### src/pkg/rso_pkg.sv
// constants for the radio status and debug output register bank
// assumes an 8-bit register port with a 16-bit address

`default_nettype none

package rso_pkg;

  typedef logic [7:0] rso_byte_t;
  typedef logic [15:0] rso_addr_t;

  // ------------------------------------------------------------
  // register addresses
  // ------------------------------------------------------------
  localparam rso_addr_t ADDR_IO_A = 16'hdf4f;
  localparam rso_addr_t ADDR_IO_B = 16'hdf50;
  localparam rso_addr_t ADDR_IO_C = 16'hdf51;
  localparam rso_addr_t ADDR_IO_D = 16'hdf52;
  localparam rso_addr_t ADDR_REV = 16'hdf60;
  localparam rso_addr_t ADDR_ID = 16'hdf61;
  localparam rso_addr_t ADDR_STATUS = 16'hdf62;
  localparam rso_addr_t ADDR_TUNE = 16'hdf63;
  localparam rso_addr_t ADDR_INTERRUPT_SOURCE_SELECT = 16'hdf64;

  // ------------------------------------------------------------
  // reset values
  // ------------------------------------------------------------
  localparam logic [6:0] THR_RST = 7'h40;
  localparam logic [3:0] TUNE_RST = 4'hf;
  localparam logic ACK_EN_RST = 1'b0;
  localparam logic [6:0] IO_BC_RST = 7'h00;
  localparam logic [5:0] IO_D_RST = 6'h00;

  // ------------------------------------------------------------
  // field positions
  // ------------------------------------------------------------
  localparam int ST_TX = 4;
  localparam int ST_RXDATA = 3;
  localparam int ST_THR = 2;
  localparam int ST_SFD = 1;
  localparam int ST_CCA = 0;
  localparam int IOBC_OE = 6;
  localparam int IOBC_POL = 5;
  localparam int IOD_THR_OE = 3;
  localparam int IOD_THR_POL = 2;
  localparam int IOD_RX_OE = 1;
  localparam int IOD_RX_POL = 0;

  // ------------------------------------------------------------
  // debug channels, port 1 pins 4 to 7
  // ------------------------------------------------------------
  localparam int NUM_DBG = 4;
  localparam int CH_RXDATA = 0;
  localparam int CH_THR = 1;
  localparam int CH_SFD = 2;
  localparam int CH_CCA = 3;

endpackage : rso_pkg

`default_nettype wire

### src/pkg/rso_dbg_if.sv
// signals between the register bank and the debug pin driver
// assumes both ends share one clock
`default_nettype none

interface rso_dbg_if #(
  parameter int N = 4
);
  logic [N-1:0] sig;
  logic [N-1:0] pol;
  logic [N-1:0] en;
  logic [N-1:0] pin;
  logic [N-1:0] oe_n;

  modport src (output sig, output pol, output en, input pin, input oe_n);
  modport drv (input sig, input pol, input en, output pin, output oe_n);
endinterface : rso_dbg_if

`default_nettype wire

### src/rtl/rso_top.sv
// radio status, identification, tuning and debug output registers
// assumes a one-cycle strobe register port and inputs synchronous to i_core_clk
//
// The implementer's own choice: the plain strobed port.
`default_nettype none

module rso_top
  import rso_pkg::*;
#(
  // arbitrary revision value
  parameter rso_byte_t CHIP_REV = 8'h11,
  // arbitrary identification value
  parameter rso_byte_t CHIP_ID = 8'h5a
) (
  // clock and reset
  input wire logic i_core_clk,
  input wire logic i_rstn,
  // register port
  input wire logic [15:0] i_addr,
  input wire logic [7:0] i_wdata,
  input wire logic i_wr_en,
  input wire logic i_rd_en,
  output logic [7:0] o_rdata,
  // radio status inputs
  input wire logic i_tx_active,
  input wire logic [7:0] i_rx_count,
  input wire logic i_sfd,
  input wire logic i_cca,
  input wire logic i_filter_en,
  input wire logic i_frame_passed,
  input wire logic i_frame_complete,
  // frame events
  input wire logic i_frame_end,
  input wire logic i_frame_is_ack,
  output logic o_radio_irq_set,
  // configuration outputs
  output logic [3:0] o_xtal_tune,
  output logic [1:0] o_hssd_src,
  // debug pins, port 1 pins 4 to 7
  output logic [3:0] o_p1_dbg,
  output logic [3:0] o_p1_dbg_oe_n
);

  // ------------------------------------------------------------
  // register storage
  // ------------------------------------------------------------
  logic [6:0] thr_q;
  logic [6:0] io_b_q;
  logic [6:0] io_c_q;
  logic [5:0] io_d_q;
  logic [3:0] tune_q;
  logic ack_en_q;
  logic [7:0] rdata_q;
  logic irq_set_q;

  // sampled status bits
  logic tx_q;
  logic rxdata_q;
  logic thr_flag_q;
  logic sfd_q;
  logic cca_q;

  // decoded strobes
  logic wr_io_a;
  logic wr_io_b;
  logic wr_io_c;
  logic wr_io_d;
  logic wr_tune;
  logic wr_interrupt_source_select;
  logic thr_cond;
  rso_byte_t rd_mux;

  rso_dbg_if #(.N(NUM_DBG)) dbg ();

  // ------------------------------------------------------------
  // write decode
  // ------------------------------------------------------------
  assign wr_io_a = i_wr_en && (i_addr == ADDR_IO_A);
  assign wr_io_b = i_wr_en && (i_addr == ADDR_IO_B);
  assign wr_io_c = i_wr_en && (i_addr == ADDR_IO_C);
  assign wr_io_d = i_wr_en && (i_addr == ADDR_IO_D);
  assign wr_tune = i_wr_en && (i_addr == ADDR_TUNE);
  assign wr_interrupt_source_select = i_wr_en && (i_addr == ADDR_INTERRUPT_SOURCE_SELECT);

  // ------------------------------------------------------------
  // writable registers
  // ------------------------------------------------------------
  // threshold level
  always_ff @(posedge i_core_clk or negedge i_rstn) begin
    if (!i_rstn) begin
      thr_q <= THR_RST;
    end else if (wr_io_a) begin
      thr_q <= i_wdata[6:0];
    end
  end

  // clear channel and delimiter pin configuration
  always_ff @(posedge i_core_clk or negedge i_rstn) begin
    if (!i_rstn) begin
      io_b_q <= IO_BC_RST;
      io_c_q <= IO_BC_RST;
    end else begin
      if (wr_io_b) begin
        io_b_q <= i_wdata[6:0];
      end
      if (wr_io_c) begin
        io_c_q <= i_wdata[6:0];
      end
    end
  end

  // threshold and queue pin configuration
  always_ff @(posedge i_core_clk or negedge i_rstn) begin
    if (!i_rstn) begin
      io_d_q <= IO_D_RST;
    end else if (wr_io_d) begin
      io_d_q <= i_wdata[5:0];
    end
  end

  always_ff @(posedge i_core_clk or negedge i_rstn) begin
    if (!i_rstn) begin
      tune_q <= TUNE_RST;
    end else if (wr_tune) begin
      tune_q <= i_wdata[3:0];
    end
  end

  always_ff @(posedge i_core_clk or negedge i_rstn) begin
    if (!i_rstn) begin
      ack_en_q <= ACK_EN_RST;
    end else if (wr_interrupt_source_select) begin
      ack_en_q <= i_wdata[0];
    end
  end

  // ------------------------------------------------------------
  // status sampling
  // ------------------------------------------------------------
  // threshold condition
  assign thr_cond = i_frame_complete
                    || ((i_rx_count > {1'b0, thr_q}) && (!i_filter_en || i_frame_passed));

  always_ff @(posedge i_core_clk or negedge i_rstn) begin
    if (!i_rstn) begin
      tx_q <= 1'b0;
      rxdata_q <= 1'b0;
      thr_flag_q <= 1'b0;
      sfd_q <= 1'b0;
      cca_q <= 1'b0;
    end else begin
      tx_q <= i_tx_active;
      rxdata_q <= (i_rx_count != 8'h00);
      thr_flag_q <= thr_cond;
      sfd_q <= i_sfd;
      cca_q <= i_cca;
    end
  end

  // ------------------------------------------------------------
  // frame event gating
  // ------------------------------------------------------------
  // ack frames set the flag only when enabled
  always_ff @(posedge i_core_clk or negedge i_rstn) begin
    if (!i_rstn) begin
      irq_set_q <= 1'b0;
    end else begin
      irq_set_q <= i_frame_end && (!i_frame_is_ack || ack_en_q);
    end
  end

  // ------------------------------------------------------------
  // read path
  // ------------------------------------------------------------
  always_comb begin
    rd_mux = 8'h00;
    case (i_addr)
      ADDR_IO_A: begin
        rd_mux = {1'b0, thr_q};
      end
      ADDR_IO_B: begin
        rd_mux = {1'b0, io_b_q};
      end
      ADDR_IO_C: begin
        rd_mux = {1'b0, io_c_q};
      end
      ADDR_IO_D: begin
        rd_mux = {2'h0, io_d_q};
      end
      ADDR_REV: begin
        rd_mux = CHIP_REV;
      end
      ADDR_ID: begin
        rd_mux = CHIP_ID;
      end
      ADDR_STATUS: begin
        rd_mux = {3'h0, tx_q, rxdata_q, thr_flag_q, sfd_q, cca_q};
      end
      ADDR_TUNE: begin
        rd_mux = {4'h0, tune_q};
      end
      ADDR_INTERRUPT_SOURCE_SELECT: begin
        rd_mux = {7'h00, ack_en_q};
      end
      default: begin
        rd_mux = 8'h00;
      end
    endcase
  end

  // read data stands one cycle only
  always_ff @(posedge i_core_clk or negedge i_rstn) begin
    if (!i_rstn) begin
      rdata_q <= 8'h00;
    end else begin
      rdata_q <= i_rd_en ? rd_mux : 8'h00;
    end
  end

  // ------------------------------------------------------------
  // debug routing
  // ------------------------------------------------------------
  // channel signals
  assign dbg.sig[CH_RXDATA] = rxdata_q;
  assign dbg.sig[CH_THR] = thr_flag_q;
  assign dbg.sig[CH_SFD] = sfd_q;
  assign dbg.sig[CH_CCA] = cca_q;

  assign dbg.pol[CH_RXDATA] = io_d_q[IOD_RX_POL];
  assign dbg.pol[CH_THR] = io_d_q[IOD_THR_POL];
  assign dbg.pol[CH_SFD] = io_c_q[IOBC_POL];
  assign dbg.pol[CH_CCA] = io_b_q[IOBC_POL];

  assign dbg.en[CH_RXDATA] = io_d_q[IOD_RX_OE];
  assign dbg.en[CH_THR] = io_d_q[IOD_THR_OE];
  // delimiter and clear channel pin enables, selector must be zero
  assign dbg.en[CH_SFD] = io_c_q[IOBC_OE] && (io_c_q[4:0] == 5'h00);
  assign dbg.en[CH_CCA] = io_b_q[IOBC_OE] && (io_b_q[4:0] == 5'h00);

  rso_dbg_out #(
    .N(NUM_DBG)
  ) u_dbg_out (
    .i_core_clk(i_core_clk),
    .i_rstn(i_rstn),
    .dbg(dbg)
  );

  // ------------------------------------------------------------
  // outputs
  // ------------------------------------------------------------
  assign o_rdata = rdata_q;
  assign o_radio_irq_set = irq_set_q;
  assign o_xtal_tune = tune_q;
  assign o_hssd_src = io_d_q[5:4];
  assign o_p1_dbg = dbg.pin;
  assign o_p1_dbg_oe_n = dbg.oe_n;
endmodule : rso_top

`default_nettype wire

### src/rtl/rso_dbg_out.sv
// debug pin driver: polarity and enable per channel
// assumes sig, pol and en come from the same clock domain
`default_nettype none

module rso_dbg_out #(
  parameter int N = 4
) (
  // clock and reset
  input wire logic i_core_clk,
  input wire logic i_rstn,
  // channels
  rso_dbg_if.drv dbg
);

  // ------------------------------------------------------------
  // per channel output flops
  // ------------------------------------------------------------
  for (genvar g = 0; g < N; g++) begin : g_ch
    always_ff @(posedge i_core_clk or negedge i_rstn) begin
      if (!i_rstn) begin
        dbg.pin[g] <= 1'b0;
      end else begin
        dbg.pin[g] <= dbg.sig[g] ^ dbg.pol[g];
      end
    end

    always_ff @(posedge i_core_clk or negedge i_rstn) begin
      if (!i_rstn) begin
        dbg.oe_n[g] <= 1'b1;
      end else begin
        dbg.oe_n[g] <= ~dbg.en[g];
      end
    end
  end

endmodule : rso_dbg_out

`default_nettype wire

### config.mk
export PLATFORM = sky130hd
export DESIGN_NAME = rso_top
export DESIGN_NICKNAME = d
export VERILOG_FILES = /design/src/pkg/rso_pkg.sv /design/src/pkg/rso_dbg_if.sv /design/src/rtl/rso_top.sv /design/src/rtl/rso_dbg_out.sv
export SDC_FILE = /design/constraint.sdc
export NUM_CORES = 1
export LEC_CHECK = 0
export ABC_CLOCK_PERIOD_IN_PS = 3800
export BUFFER_PORTS_ARGS = -buffer_cell sky130_fd_sc_hd__buf_2
export CORE_MARGIN = 3
export CORE_UTILIZATION = 50
export CTS_BUF_LIST = sky130_fd_sc_hd__clkbuf_2 sky130_fd_sc_hd__clkbuf_4 sky130_fd_sc_hd__clkbuf_8
export DETAILED_ROUTE_END_ITERATION = 16
export PLACE_DENSITY = 0.73
export SLEW_MARGIN = 0
export SYNTH_ARGS = -nofsm -noshare
export SYNTH_HDL_FRONTEND = slang
export SYNTH_SLANG_ARGS = --single-unit
export TNS_END_PERCENT = 10
### constraint.sdc
create_clock -name i_core_clk -period 3.8 [get_ports i_core_clk]
set_input_delay 0.38 -clock i_core_clk [delete_from_list [all_inputs] [get_ports i_core_clk]]
set_output_delay 0.38 -clock i_core_clk [all_outputs]
set_load 0.03 [all_outputs]
==> results.toml <==
[floorplan]
placementRows = 25
core-area_um2 = 4910
die_area_um2 = 6200
die_width_um = 78.8
die_h_um = 78.8
start_util_pct = 53.9
io_pins = 67

[setup_path]
critPathKind = "in2reg"
r2r-end = "thr_flag_q"
r2r_cells = 6
slowest_stage = "nor4b_1"
cpPeakStageDelay_ps = 580
crit_path_cell_trace = "buf_2, nor4b_1, and4_1, mux2_2"
crit_required_ps = 4000
critPathLaunchType = "input pin"
endpoint_kind = "flop"
reg2reg_slack_ps = 2160
reg2reg_from = "thr_q[5]"
critPathMaxFanout = 17
cp.arrival_ps = 2220

[worst_hold_path]
worst_hold_path_type = "in2reg"
hold_path_startpoint = "i_cca"
holdPathEnd = "cca_q"
min_path_cells = 1

[synthesis]
synthFlopType = "dfrtp_1"
synth-seq-cells = 53
yosysTopAreaCellShare_pct = 41.6
synth_area_um2 = 2650
synthDistinctLibCells = 49
synthArstFlopShare_pct = 100
synth_commonest_cells = "dfrtp_1, mux2_2, inv_1, dfstp_2, o21ai_0"
avgSynthCellArea_um2 = 12.0
synthTopCellsByArea = "dfrtp_1, mux2_2, dfstp_2, mux2_4, ha_1"
synthCells = 221
syn_nets = 272
synth_warnings = 0
synth_edf_count = 0
synth_seq_area_share_pct = 50.5
synth.most_common_cell = "dfrtp_1"
yosysTopAreaCell = "dfrtp_1"

[clock_network]
cts_made_buffers = 5
cts-root-buf = "clkbuf_8"
cts_resized = 0
hold_buffers = 1
cts_max_level = 2
cts_sinks = 53
cts_buffer_depth = 2
tritoncts = "built"
insertion_delay_ps = 310
clk_pin_slew_ps = 100
post-cts-setup-buffer-count = 0

[power_and_ir_drop]
p_per_area_nw_per_um2 = 316
swShare_pct = 24.9
vdd_drop_max_uv = 272
p_seq_share_pct = 58.3
p_clk_share_pct = 32.4
combPwrFrac_pct = 9.2
internal_power_mw = 0.735
switchingPower_mw = 0.244
p_leak_nw = 1.50

[detailed_routing]
dr_total_vias = 2006
vias_per_cell = 5.70
remaining_drc_errors = 0
first_iter_violations = 154
routed_wl_um = 6080
post_drt_wl_per_cell_um = 17.3
dr.pass1.iters = 4
ant_nets = 0

[run]
maxCapViolCount = 0

[status]
outcome = "complete, no violations"

[sta]
hold_viol = 0
rsz0062_at_grt = "no"
worstMarginPinSlew_ps = 636
slew_violations = 0
max_freq_ghz = 0.495
min_period_ps = 2020
clock_skew_ps = 5.76
hold_slack_ps = 169
setup_viol = 0
finalSetupTns_ps = 0
relSlewSlack_pct = 57.0
fin_crit_sh_pct = 53.1

[place]
place_congestion = 0.860
dp_cells = 343
placed_area_um2 = 3000
dpl.hpwl_um = 4590
io_buffers = 64

[cells_and_area]
nNetsFinal = 335
n_antenna_cell = 0
postLayoutCellArea_um2 = 3100
instances_no_fill = 352
syn_to_final_growth_pct = 17.2
drive_above_1_share_pct = 42.5

[grt]
grt_pass1_vias = 1994
grt_pass1_wl_um = 10000
track_usage_pct = 21.1
grt_remaining_overflow = 0
grt_max_degree = 39
antenna_found_initial = 0
kinds of logic (layout without fill, tap and decap cells):
logic type               count (synthesis)  in the layout  synth area share (%)
AO/OA/AOI/OAI                           40             40                  10.4
XOR/XNOR                                 4              4                  1.32
adder cells (fa/ha/maj)                  7              7                  3.31
buffers and inverters                   23             87                  4.16
flip-flops                              53             53                  50.5
multiplexers                            34             34                  15.3
other                                    1              1                 0.142
AND/OR/NAND/NOR                         59             59                  14.8
area by class of cell:
type                       count  area [µm²]
clock buffer                   5        68.8
multi-input combinational    145        1200
tap                           67        83.8
clock inverter                 3        22.5
sequential                    53        1340
inverter                      12        45.0
fill                         432        1810
timing repair buffer          67         345
power groups by stage:
stage | clock network [mW] | registers (mW) | logic, mW
after global placement | 0 | 0.582 | 0.0885
after detailed placement | 0 | 0.582 | 0.0899
after floorplan | 0 | 0.587 | 0.0355
after global routing | 0.350 | 0.572 | 0.102
after CTS | 0.327 | 0.571 | 0.0910
final | 0.317 | 0.571 | 0.0905
worst max-delay path by stage:
stage	slack [ps]	depth (start not counted)	start	to
final	1780	4	i_addr[0]	io_c_q[1]
after global routing	1670	4	i_addr[0]	io_c_q[2]
after CTS	1820	4	i_addr[0]	io_c_q[1]
after detailed placement	1490	4	i_addr[0]	io_c_q[1]
after global placement	1520	4	i_addr[0]	io_c_q[3]
after floorplan	1960	5	i_addr[1]	io_c_q[0]
state kept, by name, indices dropped and copies added (netlist names):
name                cells
o_rdata                 7
io_b_q                  7
thr_q                   7
rxdata_q                1
o_radio_irq_set         1
cca_q                   1
u_dbg_out.dbg.oe_n      4
io_d_q                  6
u_dbg_out.dbg.pin       4
thr_flag_q              1
o_xtal_tune             4
io_c_q                  7
ack_en_q                1
tx_q                    1
sfd_q                   1
cell usage in the layout, fill, tap and decap left out, types with 8 or more instances in the layout:
| cell | instances |
|---|---|
| a21oi_1 | 8 |
| buf_2 | 64 |
| dfrtp_1 | 44 |
| dfstp_2 | 9 |
| inv_1 | 12 |
| mux2_2 | 24 |
| nand2_1 | 8 |
| o21ai_0 | 9 |
metal layers:
metal	track usage, %	vias to the layer above	wire length, µm
met2	33.3	89	2860
met3	4.31	6	516
met1	29.3	970	2630
met5	0	-	0
li1	-	941	-
met4	6.82	0	69
per-stage QoR:
stage / worst slack [ps] / utilization, % / power (mW)
2_1_floorplan: 1960 / - / 0.622
3_3_place_gp: 1520 / 61.1 / 0.670
3_5_place_dp: 1490 / 61.1 / 0.672
4_1_cts: 1820 / 63.2 / 0.989
5_1_grt: 1670 / 63.2 / 1.02
6_report: 1780 / 63.2 / 0.979
worst max-delay path, delay by kind of cell:
kind          cells  cell delay (ps)
buf+inv           1              320
mux               1              390
simple gates      2             1120
(Power assumes the default switching activity.)
